File: config.mk
export PLATFORM = sky130hd
export DESIGN_NAME = mei_irq_ctrl
export DESIGN_NICKNAME = d
export VERILOG_FILES = /design/src/mei_pkg.sv /design/src/mei_sticky.sv /design/src/mei_id_capture.sv /design/src/mei_irq_ctrl.sv
export SDC_FILE = /design/constraint.sdc
export NUM_CORES = 1
export LEC_CHECK = 0
export BUFFER_PORTS_ARGS = -buffer_cell sky130_fd_sc_hd__buf_2
export CAP_MARGIN = 40
export CORE_MARGIN = 10
export CORE_UTILIZATION = 46
export CTS_CLUSTER_DIAMETER = 200
export DETAILED_ROUTE_END_ITERATION = 7
export GPL_TIMING_DRIVEN = 0
export PLACE_DENSITY = 0.93
export SLEW_MARGIN = 0
export SYNTH_ARGS = -nofsm -noshare
export SYNTH_HDL_FRONTEND = slang
export SYNTH_HIERARCHICAL = 1
export SYNTH_SLANG_ARGS = --single-unit
File: constraint.sdc
create_clock -name CORE_CLK_I -period 2.9 [get_ports CORE_CLK_I]
set_input_delay 0.435 -clock CORE_CLK_I [delete_from_list [all_inputs] [get_ports CORE_CLK_I]]
set_output_delay 0.435 -clock CORE_CLK_I [all_outputs]
set_load 0.01 [all_outputs]
File: src/mei_pkg.sv
package mei_pkg;
  // register bus geometry
  localparam int ADDR_W = 32;
  localparam int DATA_W = 32;
  localparam int ID_W   = 8;
  localparam int SRC_W  = 2;
  localparam int EVT_W  = 3;

  // byte addresses of the registers
  localparam logic [ADDR_W-1:0] OFS_MASKED_STATUS = 32'hC00A0014;
  localparam logic [ADDR_W-1:0] OFS_RAW_STATUS    = 32'hC00A0018;
  localparam logic [ADDR_W-1:0] OFS_ENABLE_SET    = 32'hC00A001C;
  localparam logic [ADDR_W-1:0] OFS_IRQ_MASK      = 32'hC00A0020;
  localparam logic [ADDR_W-1:0] OFS_SOURCE_CLEAR  = 32'hC00A0024;
  localparam logic [ADDR_W-1:0] OFS_REQUESTER_ID  = 32'hC00A0068;
  localparam logic [ADDR_W-1:0] OFS_ADDR_CAPTURE  = 32'hC00A006C;
  localparam logic [ADDR_W-1:0] OFS_EVENT_STATUS  = 32'hC00A0070;
  localparam logic [ADDR_W-1:0] OFS_EVENT_MASK    = 32'hC00A0074;

  // source bit positions, shared by status, enable, mask and clear
  localparam int BIT_SEC = 0;
  localparam int BIT_GEN = 1;

  // event status bit positions
  localparam int EVT_SEC = 0;
  localparam int EVT_GEN = 1;
  localparam int EVT_CAP = 2;

  // capture control: re-arm command and captured flag
  localparam int BIT_CAP_CLEAR = 31;
  localparam int BIT_CAP_VALID = 0;

  // reset values
  localparam logic [SRC_W-1:0]  RST_SRC  = 2'h0;
  localparam logic [EVT_W-1:0]  RST_EVT  = 3'h0;
  localparam logic [ID_W-1:0]   RST_ID   = 8'h00;
  localparam logic [DATA_W-1:0] RD_ZERO  = 32'h00000000;
endpackage

File: src/mei_sticky.sv
`timescale 1ns/1ps
// bank of sticky flags; a set in the clear cycle wins
module mei_sticky #(
  parameter int W = 2
) (
  input  wire logic         clk_i,
  input  wire logic         rst_i,
  input  wire logic [W-1:0] set_i,
  input  wire logic [W-1:0] clr_i,
  output logic      [W-1:0] q_o
);
  // set dominates so no event is lost to a racing clear
  always_ff @(posedge clk_i) begin
    if (rst_i) begin
      q_o <= '0;
    end else begin
      q_o <= (q_o & ~clr_i) | set_i;
    end
  end
endmodule

File: src/mei_id_capture.sv
`timescale 1ns/1ps
// holds the first offending id until re-armed
module mei_id_capture
  import mei_pkg::*;
#(
  parameter int W = 8
) (
  input  wire logic         clk_i,
  input  wire logic         rst_i,
  input  wire logic         err_i,
  input  wire logic [W-1:0] id_i,
  input  wire logic         rearm_i,
  output logic      [W-1:0] id_o,
  output logic              valid_o,
  output logic              stored_o
);
  // a slot is free when empty or being re-armed this cycle
  logic free;
  assign free     = ~valid_o | rearm_i;
  assign stored_o = err_i & free;

  // id only loads into a free slot
  always_ff @(posedge clk_i) begin
    if (rst_i) begin
      id_o <= '0;
    end else if (stored_o) begin
      id_o <= id_i;
    end
  end

  // new capture beats a same-cycle re-arm
  always_ff @(posedge clk_i) begin
    if (rst_i) begin
      valid_o <= 1'b0;
    end else if (stored_o) begin
      valid_o <= 1'b1;
    end else if (rearm_i) begin
      valid_o <= 1'b0;
    end
  end
endmodule

File: src/mei_irq_ctrl.sv
// Implementation choice: the address-and-strobe port.
`timescale 1ns/1ps
module mei_irq_ctrl
  import mei_pkg::*;
#(
  parameter int ID_BITS = ID_W
) (
  input  wire logic                       CORE_CLK_I,
  input  wire logic                       RST_I,
  input  wire logic [mei_pkg::ADDR_W-1:0] ADDR_I,
  input  wire logic [mei_pkg::DATA_W-1:0] WDATA_I,
  input  wire logic                       WR_I,
  input  wire logic                       RD_I,
  output logic      [mei_pkg::DATA_W-1:0] RDATA_O,
  input  wire logic                       GEN_ERR_I,
  input  wire logic                       SEC_ERR_I,
  input  wire logic [ID_BITS-1:0]         ERR_ID_I,
  output logic                            IRQ_O
);
  import mei_pkg::*;

  // address decode
  logic hit_masked;
  logic hit_raw;
  logic hit_enable;
  logic hit_mask;
  logic hit_clear;
  logic hit_id;
  logic hit_cap;
  logic hit_evt;
  logic hit_evt_mask;

  // write commands and the event read strobe
  logic wr_enable;
  logic wr_mask;
  logic wr_clear;
  logic wr_cap;
  logic wr_evt_mask;
  logic rd_evt;

  // source state
  logic [SRC_W-1:0] raw_q;
  logic [SRC_W-1:0] raw_set;
  logic [SRC_W-1:0] raw_clr;
  logic [SRC_W-1:0] en_q;
  logic [SRC_W-1:0] en_d;
  logic [SRC_W-1:0] masked;

  // capture state
  logic [ID_BITS-1:0] cap_id;
  logic               cap_valid;
  logic               cap_stored;
  logic               cap_rearm;
  logic               any_err;

  // event status for the system interrupt
  logic [EVT_W-1:0] evt_q;
  logic [EVT_W-1:0] evt_set;
  logic [EVT_W-1:0] evt_clr;
  logic [EVT_W-1:0] evt_mask_q;
  logic             evt_pending;

  // read path
  logic [DATA_W-1:0] rd_d;
  logic [DATA_W-1:0] rdata_q;

  // full-width compare so aliases never answer
  assign hit_masked   = (ADDR_I == OFS_MASKED_STATUS);
  assign hit_raw      = (ADDR_I == OFS_RAW_STATUS);
  assign hit_enable   = (ADDR_I == OFS_ENABLE_SET);
  assign hit_mask     = (ADDR_I == OFS_IRQ_MASK);
  assign hit_clear    = (ADDR_I == OFS_SOURCE_CLEAR);
  assign hit_id       = (ADDR_I == OFS_REQUESTER_ID);
  assign hit_cap      = (ADDR_I == OFS_ADDR_CAPTURE);
  assign hit_evt      = (ADDR_I == OFS_EVENT_STATUS);
  assign hit_evt_mask = (ADDR_I == OFS_EVENT_MASK);

  // qualified strobes
  assign wr_enable   = WR_I & hit_enable;
  assign wr_mask     = WR_I & hit_mask;
  assign wr_clear    = WR_I & hit_clear;
  assign wr_cap      = WR_I & hit_cap;
  assign wr_evt_mask = WR_I & hit_evt_mask;
  assign rd_evt      = RD_I & hit_evt;

  // sources latch on every error, enables not consulted
  assign raw_set[BIT_GEN] = GEN_ERR_I;
  assign raw_set[BIT_SEC] = SEC_ERR_I;

  // write-one clear of latched sources, zeros ignored
  assign raw_clr[BIT_GEN] = wr_clear & WDATA_I[BIT_GEN];
  assign raw_clr[BIT_SEC] = wr_clear & WDATA_I[BIT_SEC];

  // raw latches: an error in the clear cycle stays pending
  mei_sticky #(
    .W (SRC_W)
  ) u_raw (
    .clk_i (CORE_CLK_I),
    .rst_i (RST_I),
    .set_i (raw_set),
    .clr_i (raw_clr),
    .q_o   (raw_q)
  );

  // enable next value: set register adds, mask register removes
  always_comb begin
    en_d = en_q;
    if (wr_enable) begin
      en_d = en_q | WDATA_I[SRC_W-1:0];
    end
    if (wr_mask) begin
      en_d[BIT_GEN] = en_q[BIT_GEN] & ~WDATA_I[BIT_GEN];
      en_d[BIT_SEC] = en_q[BIT_SEC] & ~WDATA_I[BIT_SEC];
    end
  end

  // enables come up masked
  always_ff @(posedge CORE_CLK_I) begin
    if (RST_I) begin
      en_q <= RST_SRC;
    end else begin
      en_q <= en_d;
    end
  end

  // per-source masked status
  assign masked = raw_q & en_q;

  // re-arm command for the id capture
  assign cap_rearm = wr_cap & WDATA_I[BIT_CAP_CLEAR];

  // either source counts as an error for capture
  assign any_err = GEN_ERR_I | SEC_ERR_I;

  // first error id held until re-armed
  mei_id_capture #(
    .W (ID_BITS)
  ) u_cap (
    .clk_i    (CORE_CLK_I),
    .rst_i    (RST_I),
    .err_i    (any_err),
    .id_i     (ERR_ID_I),
    .rearm_i  (cap_rearm),
    .id_o     (cap_id),
    .valid_o  (cap_valid),
    .stored_o (cap_stored)
  );

  // events feeding the system interrupt status
  assign evt_set[EVT_SEC] = SEC_ERR_I;
  assign evt_set[EVT_GEN] = GEN_ERR_I;
  assign evt_set[EVT_CAP] = cap_stored;

  // read of the event register clears all its bits
  assign evt_clr = {EVT_W{rd_evt}};

  // sticky events, set beats read-clear
  mei_sticky #(
    .W (EVT_W)
  ) u_evt (
    .clk_i (CORE_CLK_I),
    .rst_i (RST_I),
    .set_i (evt_set),
    .clr_i (evt_clr),
    .q_o   (evt_q)
  );

  // event mask, plain read/write
  always_ff @(posedge CORE_CLK_I) begin
    if (RST_I) begin
      evt_mask_q <= RST_EVT;
    end else if (wr_evt_mask) begin
      evt_mask_q <= WDATA_I[EVT_W-1:0];
    end
  end

  // any unmasked event pending
  assign evt_pending = |(evt_q & evt_mask_q);

  // level interrupt; combinational so it tracks the flops directly
  assign IRQ_O = (|masked) | evt_pending;

  // read mux; unmapped and write-only addresses give zero
  always_comb begin
    rd_d = RD_ZERO;
    if (hit_masked) begin
      rd_d[SRC_W-1:0] = masked;
    end else if (hit_raw) begin
      rd_d[SRC_W-1:0] = raw_q;
    end else if (hit_enable) begin
      rd_d[SRC_W-1:0] = en_q;
    end else if (hit_mask) begin
      rd_d = RD_ZERO;
    end else if (hit_clear) begin
      rd_d = RD_ZERO;
    end else if (hit_id) begin
      rd_d[ID_BITS-1:0] = cap_id;
    end else if (hit_cap) begin
      rd_d[BIT_CAP_VALID] = cap_valid;
    end else if (hit_evt) begin
      rd_d[EVT_W-1:0] = evt_q;
    end else if (hit_evt_mask) begin
      rd_d[EVT_W-1:0] = evt_mask_q;
    end
  end

  // read data valid only the cycle after the strobe
  always_ff @(posedge CORE_CLK_I) begin
    if (RST_I) begin
      rdata_q <= RD_ZERO;
    end else if (RD_I) begin
      rdata_q <= rd_d;
    end else begin
      rdata_q <= RD_ZERO;
    end
  end

  assign RDATA_O = rdata_q;
endmodule

==> results_dict.tcl, run 1 <==
set metrics [dict create \
    area_growth_pct 27.2 \
    r2r-start "u_evt/q_o[0]" \
    critPathRequiredTime_ps 3100 \
    r2r_end "RDATA_O[0]" \
    final_antenna_net_count 0 \
    path_class "input pin to flip-flop" \
    grt_usage_pct 13.3 \
    p_comb_share_pct 20.6 \
    fin_skew_ps 3.89 \
    cts_tree "built" \
    die_w_um 82.2 \
    holdPathStages 2 \
    final_cell_mix "61 x buf_2, 27 x dfxtp_1, 24 x buf_4, 24 x conb_1, 23 x nand2b_1" \
    status "finished, final reports clean" \
    p_leak_nw 1.04 \
    grt_pass1_vias 1789 \
    worstRegToRegCells 4 \
    final_cells 329 \
    ys.flop_type "dfxtp_1" \
    cts-root-buf "clkbuf_8" \
    setup_viol 0 \
    cts_buffers 3 \
    fin_crit_sh_pct 65.7 \
    layout_commonest_cell "buf_2" \
    async_flop_share_pct 0 \
    grt_max_degree 21 \
    cp-end-kind "flip-flop" \
    vias_per_cell 5.06 \
    ys_warn_count 6 \
    dr.pass1.iters 4 \
    slew_viol_final 0 \
    arrival_ps 2110 \
    holdBufCountCts 0 \
    min_period_ps 1910 \
    worstHoldStart "WDATA_I[0]" \
    htreeDepth 1 \
    drcViolationCount 0 \
    clkLatencyLatePin_ps 270 \
    timing.final.hold_violations 0 \
    netlist_instances 196 \
    hold_class "input pin to flip-flop" \
    n_antenna_cell 0 \
    ir_drop_uv 152 \
    crit_chain "buf_2 > nor4b_2 > nand4_1 > nor4_1 > inv_1 > a21boi_2 > buf_6 > mux2i_1" \
    fin_setup_tns_ps 0 \
    coreArea_um2 3690 \
    std_cell_rows 22 \
    port_buffers 58 \
    crit_buf_inv 3 \
    antenna_found_initial 0 \
    dp_hpwl_mm 3.84 \
    cts_buffer_depth 2 \
    final_util_pct 61.3 \
    initial_utilization_pct 48.2 \
    via_count 1665 \
    wire_per_inst_um 13.9 \
    drv_cap 0 \
    grt-ovfl-total 0 \
    cts_resized 0 \
    rrSetupSlack_ps 1700 \
    placed_cells 325 \
    p_clk_share_pct 27.7 \
    nNetsFinal 360 \
    yosysUniqueCellTypes 51 \
    hold_slack_ps 392 \
    power_mw 0.761 \
    syn_area_per_cell_um2 9.07 \
    switchingPower_mw 0.202 \
    powerDensity_nw_per_um2 337 \
    slowest_delay_ps 370 \
    clkSlewWorstSetupHoldPaths_ps 90 \
    syn_area_um2 1780 \
    place_congestion 0.893 \
    critPathMaxFanout 9 \
    yosysSeqAreaShare_pct 30.4 \
    clkSinkCount 27 \
    cts_setup_buffers 0 \
    die_h_um 82.2 \
    fmax_ghz 0.525 \
    cp.depth 8 \
    yosys_register_bits 27 \
    seq_power_share_pct 51.8 \
    critical_path.top_delay_family "simple AND/OR/NAND/NOR gates" \
    drive_above_1_share_pct 38.1 \
    wirelength_mm 4.56 \
    synth_edf_count 0 \
    startpoint_type "input pin" \
    drt_iter0_markers 175 \
    worst_path_max_delay_cell "nor4b_2" \
    io_pins 111 \
    internal_power_mw 0.559 \
    grt_setup_unrepaired "no" \
    dieArea_um2 6750 \
    switching_share_pct 26.5 \
    grt_pass1_wl_mm 7.36 \
]
[area by class of cell]
cell class	instances	area, µm²
flip-flops and latches	27	541
plain buffers	29	210
fillers	329	1430
inverters	10	37.5
well taps	48	60.1
repair buffers	58	290
clock buffers	3	41.3
clock inverters	1	5.00
multi-input cells	153	1080
[layer usage]
| metal | share of wire, % | track usage, % | wire [µm] | up-vias |
|---|---|---|---|---|
| li1 | - | - | - | 836 |
| met1 | 33 | 13.4 | 1510 | 751 |
| met2 | 57 | 25.9 | 2590 | 72 |
| met3 | 9.2 | 2.59 | 419 | 6 |
| met4 | 1.0 | 5.44 | 47 | 0 |
| met5 | 0 | 0 | 0 | - |
[logic make-up after synthesis]
logic type	count (synthesis)	synth area share, %
buffers and inverters	39	13.9
and+or+nand+nor	88	36.7
xor gates and xnor gates	1	0.493
DFF	27	30.4
muxes	8	4.50
other	1	0.211
AOI/OAI and AO/OA	32	13.7
[Yosys cell counts (all sizes together) (3+ instances only)]
master | n | share of area [%]
dfxtp | 27 | 30
and2 | 6 | 2.1
a211oi | 3 | 1.5
nor3 | 5 | 1.7
nor2 | 6 | 1.3
nand3 | 11 | 3.1
a21oi | 9 | 2.5
nor4b | 3 | 3.0
o31ai | 3 | 1.3
mux2i | 8 | 4.5
buf | 28 | 12
and3b | 3 | 1.5
nor2b | 3 | 1.1
nand4 | 5 | 2.6
and4 | 6 | 3.0
nand2b | 23 | 8.1
inv | 10 | 2.1
nor4 | 4 | 3.4
a22oi | 3 | 1.3
[power by group through the flow]
stage / Sequential, mW / Clock [mW] / Combinational, mW
floorplan: 0.400 / 0 / 0.0967
global placement: 0.402 / 0 / 0.149
detailed placement: 0.402 / 0 / 0.153
CTS: 0.394 / 0.215 / 0.154
global route: 0.396 / 0.234 / 0.173
finish: 0.394 / 0.211 / 0.156
[worst max-delay path by stage]
stage | start | to | slack (ps)
3_3_place_gp | ADDR_I[11] | u_cap/id_o[3] | 700
6_report | ADDR_I[11] | u_cap/id_o[5] | 990
5_1_grt | ADDR_I[11] | u_cap/id_o[4] | 820
4_1_cts | ADDR_I[11] | u_cap/id_o[7] | 1000
2_1_floorplan | ADDR_I[15] | u_cap/id_o[0] | 1040
3_5_place_dp | ADDR_I[11] | u_cap/id_o[5] | 710
[metrics by stage]
stage	setup WS (ps)	instance area, µm²
CTS	997	2260
global route	819	2260
detailed placement	713	2210
global placement	704	2210
floorplan	1040	1860
finish	994	2260
[flip-flops by register name, indices dropped and copies added, names as in the netlist, named ones only]
register and flops:
RDATA_O 8, u_cap/id_o 8, evt_mask_q 3, u_evt/q_o 3
u_raw/q_o 2, u_cap/valid_o 1
No activity file was read; power rests on OpenSTA's default activity.
==> run 2, diff against run 1 <==
--- a/config.mk
+++ b/config.mk
@@ -8,11 +8,11 @@
 export BUFFER_PORTS_ARGS = -buffer_cell sky130_fd_sc_hd__buf_2
 export CAP_MARGIN = 40
 export CORE_MARGIN = 10
-export CORE_UTILIZATION = 46
+export CORE_UTILIZATION = 39
 export CTS_CLUSTER_DIAMETER = 200
 export DETAILED_ROUTE_END_ITERATION = 7
 export GPL_TIMING_DRIVEN = 0
-export PLACE_DENSITY = 0.93
+export PLACE_DENSITY = 0.85
 export SLEW_MARGIN = 0
 export SYNTH_ARGS = -nofsm -noshare
 export SYNTH_HDL_FRONTEND = slang
==> constraint.sdc (replaced) <==
create_clock -name CORE_CLK_I -period 1.75 [get_ports CORE_CLK_I]
set_input_delay 0.2625 -clock CORE_CLK_I [delete_from_list [all_inputs] [get_ports CORE_CLK_I]]
set_output_delay 0.2625 -clock CORE_CLK_I [all_outputs]
set_load 0.01 [all_outputs]
==> results_dict.tcl, run 2 (synthesis results as in run 1) <==
set metrics [dict create \
    cts_buffers 3 \
    critPathMaxFanout 9 \
    cp.depth 8 \
    wire_per_inst_um 14.5 \
    layout_commonest_cell "buf_2" \
    crit_chain "buf_2 > nor4_4 > nand4_4 > nor4_2 > inv_1 > a21boi_2 > buf_6 > mux2i_1" \
    slowest_delay_ps 340 \
    busiest_layer "met2" \
    dp_hpwl_mm 3.89 \
    cts_tree "built" \
    cts_buffer_depth 2 \
    place_congestion 0.862 \
    final_antenna_net_count 0 \
    htreeDepth 1 \
    die_w_um 87.5 \
    grt_pass1_wl_mm 7.65 \
    placed_cells 329 \
    multi_input_area_um2 1100 \
    startpoint "ADDR_I[28]" \
    die_h_um 87.5 \
    wirelength_mm 4.93 \
    grt_setup_unrepaired "no" \
    place_area_um2 2220 \
    antenna_found_initial 1 \
    grt_max_degree 21 \
    fillers 400 \
    grtUsageMet2_pct 21.4 \
    grtUsageMet3_pct 4.59 \
    min_period_ps 1620 \
    slew_viol_final 0 \
    vias_per_cell 4.89 \
    clkSinkCount 27 \
    drv_cap 0 \
    coreArea_um2 4380 \
    design_area_um2 2340 \
    setup_viol 0 \
    p_leak_nw 1.07 \
    worst_path_max_delay_cell "nor4_4" \
    grt-ovfl-total 0 \
    drive_above_1_share_pct 39.7 \
    drt_iter0_markers 263 \
    worstRegToRegCells 4 \
    cts-root-buf "clkbuf_8" \
    cp-end-kind "flip-flop" \
    critical_path.top_delay_family "simple AND/OR/NAND/NOR gates" \
    ir_drop_uv 335 \
    fin_crit_sh_pct 92.4 \
    seq_area_um2 541 \
    holdPathStages 2 \
    clkLatencyLatePin_ps 280 \
    final_cell_mix "61 x buf_2, 30 x buf_4, 27 x dfxtp_1, 24 x conb_1, 23 x nand2b_1" \
    powerDensity_nw_per_um2 547 \
    io_pins 111 \
    arrival_ps 1820 \
    status "finished, final reports clean" \
    dr.pass1.iters 4 \
    port_buffers 58 \
    timing.final.hold_violations 0 \
    initial_utilization_pct 40.6 \
    nNetsFinal 366 \
    final_cells 340 \
    clkSlewWorstSetupHoldPaths_ps 100 \
    r2r-start "u_evt/q_o[0]" \
    critPathRequiredTime_ps 1960 \
    startpoint_type "input pin" \
    std_cell_rows 24 \
    dieArea_um2 7660 \
    crit_buf_inv 3 \
    area_growth_pct 31.6 \
    grt_usage_pct 12.1 \
    fin_skew_ps 7.81 \
    grt_pass1_vias 1665 \
    path_class "input pin to flip-flop" \
    fmax_ghz 0.619 \
    drcViolationCount 0 \
    via_count 1663 \
    worstHoldStart "WDATA_I[0]" \
    hold_class "input pin to flip-flop" \
    met1_usage_pct 12.8 \
]
## run 2: cell count changes in the layout (fill, tap and decap cells not counted)
cell	change
nor4b_4	+2
nor4_1	-1
clkinvlp_4	+1
diode_2	+1
nor4_2	+1
clkinv_2	-1
buf_4	+6
nor4b_2	-2
## run 2: through the flow
| step | hold WS, ps | total power, mW | util (%) | setup WS, ps | TNS [ps] |
|---|---|---|---|---|---|
| after floorplan | 332 | 0.822 | - | 66.8 | 0 |
| after global placement | 438 | 0.914 | 50.6 | -255 | -2260 |
| after detailed placement | 453 | 0.921 | 50.6 | -324 | -2680 |
| after CTS | 210 | 1.27 | 51.9 | 63.6 | 0 |
| after global routing | 221 | 1.34 | 53.4 | 0.576 | 0 |
| final | 212 | 1.28 | 53.4 | 134 | 0 |
## run 2: final cells by class
class,instances,area share (%)
antenna,1,0.107
buffer,29,8.98
clock buffer,3,1.76
clock inverter,1,0.321
inverter,10,1.60
multi-input combinational,153,47.0
sequential,27,23.1
tap,52,2.78
timing repair buffer,64,14.3
## run 2: per-layer routing
metal,vias to the layer above,share of wire [%]
li1,851,-
met1,734,36
met2,70,52
met3,8,9.1
met4,0,2.0
met5,-,0
## run 2: worst paths after layout
path                                 endpoint  slack (ps)
worst max-delay path            u_cap/id_o[5]         130
worst min-delay path                flip-flop         210
worst max register to register     RDATA_O[0]         530
worst min register to register     RDATA_O[6]         460
## run 2: where the power goes
part / internal [mW] / switching [mW]
registers: 0.638 / 0.0159
clock network: 0.162 / 0.197
logic: 0.133 / 0.134
## run 2: worst reg2reg max path, stage by stage, from the launching register on
cell	delay [ps]
dfxtp_1	400
and3b_1	180
o2111ai_1	100
o2bb2ai_1	180
a221oi_2	270
## run 2: repair_timing
action / CTS / global route
pin swaps: 1 / 3
hold buffers: 0 / 0
resized for setup: 0 / 3
setup buffers: 1 / 5
setup endpoints to repair: 7 / 9
==> run 3, diff against run 2 <==
--- a/config.mk
+++ b/config.mk
@@ -8,11 +8,12 @@
 export BUFFER_PORTS_ARGS = -buffer_cell sky130_fd_sc_hd__buf_2
 export CAP_MARGIN = 40
 export CORE_MARGIN = 10
-export CORE_UTILIZATION = 39
+export CORE_UTILIZATION = 40
+export CTS_BUF_LIST = sky130_fd_sc_hd__clkbuf_8
 export CTS_CLUSTER_DIAMETER = 200
 export DETAILED_ROUTE_END_ITERATION = 7
 export GPL_TIMING_DRIVEN = 0
-export PLACE_DENSITY = 0.85
+export PLACE_DENSITY = 0.87
 export SLEW_MARGIN = 0
 export SYNTH_ARGS = -nofsm -noshare
 export SYNTH_HDL_FRONTEND = slang
==> results_dict.tcl, run 3 (synthesis results as in run 1) <==
set metrics [dict create \
    cts_tree "built" \
    std_cell_rows 24 \
    final_cells 337 \
    powerDensity_nw_per_um2 547 \
    p_leak_nw 1.07 \
    grt_usage_pct 12.4 \
    worstRegToRegCells 4 \
    dr.pass1.iters 4 \
    wire_per_inst_um 14.6 \
    startpoint_type "input pin" \
    dieArea_um2 7510 \
    path_class "input pin to flip-flop" \
    wirelength_mm 4.93 \
    r2r-start "u_evt/q_o[0]" \
    vias_per_cell 5.02 \
    nNetsFinal 364 \
    port_buffers 58 \
    arrival_ps 1870 \
    dp_hpwl_mm 3.93 \
    holdBufCountCts 0 \
    drt_iter0_markers 160 \
    placed_cells 329 \
    hold_slack_ps 211 \
    min_period_ps 1670 \
    final_antenna_net_count 0 \
    design_area_um2 2320 \
    clkLatencyLatePin_ps 270 \
    worstHoldStart "WDATA_I[1]" \
    clkSinkCount 27 \
    place_congestion 0.843 \
    via_count 1692 \
    place_area_um2 2220 \
    hold_class "input pin to flip-flop" \
    critPathRequiredTime_ps 1950 \
    fmax_ghz 0.597 \
    drv_cap 0 \
    io_pins 111 \
    antenna_found_initial 0 \
    drcViolationCount 0 \
    cts_buffers 3 \
    fin_skew_ps 4.94 \
    setup_viol 0 \
    final_util_pct 53.6 \
    grt_max_degree 21 \
    final_cell_mix "61 x buf_2, 28 x buf_4, 27 x dfxtp_1, 24 x conb_1, 23 x nand2b_1" \
    cts_buffer_depth 2 \
    die_h_um 86.7 \
    cts-root-buf "clkbuf_8" \
    ir_drop_uv 244 \
    slew_viol_final 0 \
    maxSlewHeadroom_pct 66.8 \
    startpoint "ADDR_I[11]" \
    timing.final.hold_violations 0 \
    critPathMaxFanout 9 \
    holdPathStages 2 \
    grt-ovfl-total 0 \
    grt_pass1_vias 1755 \
    n_antenna_cell 0 \
    drive_above_1_share_pct 38.9 \
    layout_commonest_cell "buf_2" \
    status "finished, final reports clean" \
    initial_utilization_pct 41.1 \
    clkSlewWorstSetupHoldPaths_ps 90 \
    coreArea_um2 4320 \
    htreeDepth 1 \
    die_w_um 86.7 \
    fin_crit_sh_pct 95.7 \
    worst-slew-pin-transition_ps 494 \
    area_growth_pct 30.4 \
    grt_pass1_wl_mm 7.76 \
    cp-end-kind "flip-flop" \
]
[run 3: cell count changes in the layout (fill, tap and decap cells not counted)]
| cell | previous run | this run |
|---|---|---|
| clkinvlp_4 | 1 | 0 |
| diode_2 | 1 | 0 |
| inv_1 | 10 | 11 |
| buf_4 | 30 | 28 |
[run 3: metal layers]
metal | share of wire [%] | up-vias | track usage [%]
li1 | - | 841 | -
met1 | 37 | 768 | 12.5
met2 | 54 | 69 | 23.3
met3 | 6.7 | 14 | 2.53
met4 | 2.7 | 0 | 6.19
met5 | 0 | - | 0
[run 3: critical path: stages]
cell and delay, ps:
buf_2 110, nor4b_4 330, nand4_1 240, nor4_2 270, inv_1 100, a21boi_2 160
buf_6 170, mux2i_1 220
[run 3: area by class of cell]
class | count | area, µm²
multi-input cells | 153 | 1100
repair buffers | 62 | 320
fillers | 405 | 2010
plain buffers | 29 | 210
inverters | 10 | 37.5
well taps | 52 | 65.1
clock inverters | 1 | 3.75
clock buffers | 3 | 41.3
flip-flops and latches | 27 | 541
[run 3: repair_timing]
action / 4_1_cts / 5_1_grt
gates resized for setup: 0 / 3
buffers inserted: 1 / 3
pin swaps: 1 / 4
setup endpoints to repair: 9 / 9
[run 3: final timing paths]
path | endpoint | slack [ps]
max | u_cap/id_o[1] | 80
min | flip-flop | 210
max reg2reg | RDATA_O[0] | 550
min reg2reg | RDATA_O[5] | 470
[run 3: power by group]
group | switching, mW | total, mW | internal (mW)
Sequential | 0.0163 | 0.654 | 0.638
Combinational | 0.134 | 0.266 | 0.132
Clock | 0.191 | 0.348 | 0.157
Total | 0.341 | 1.27 | 0.927
[run 3: per-stage QoR]
step / TNS (ps) / total power, mW / setup WS (ps)
6_report: 0 / 1.27 / 75.9
5_1_grt: -5.49 / 1.33 / -5.49
4_1_cts: 0 / 1.26 / 34.6
3_5_place_dp: -2960 / 0.922 / -339
3_3_place_gp: -2300 / 0.914 / -267
2_1_floorplan: 0 / 0.822 / 66.8
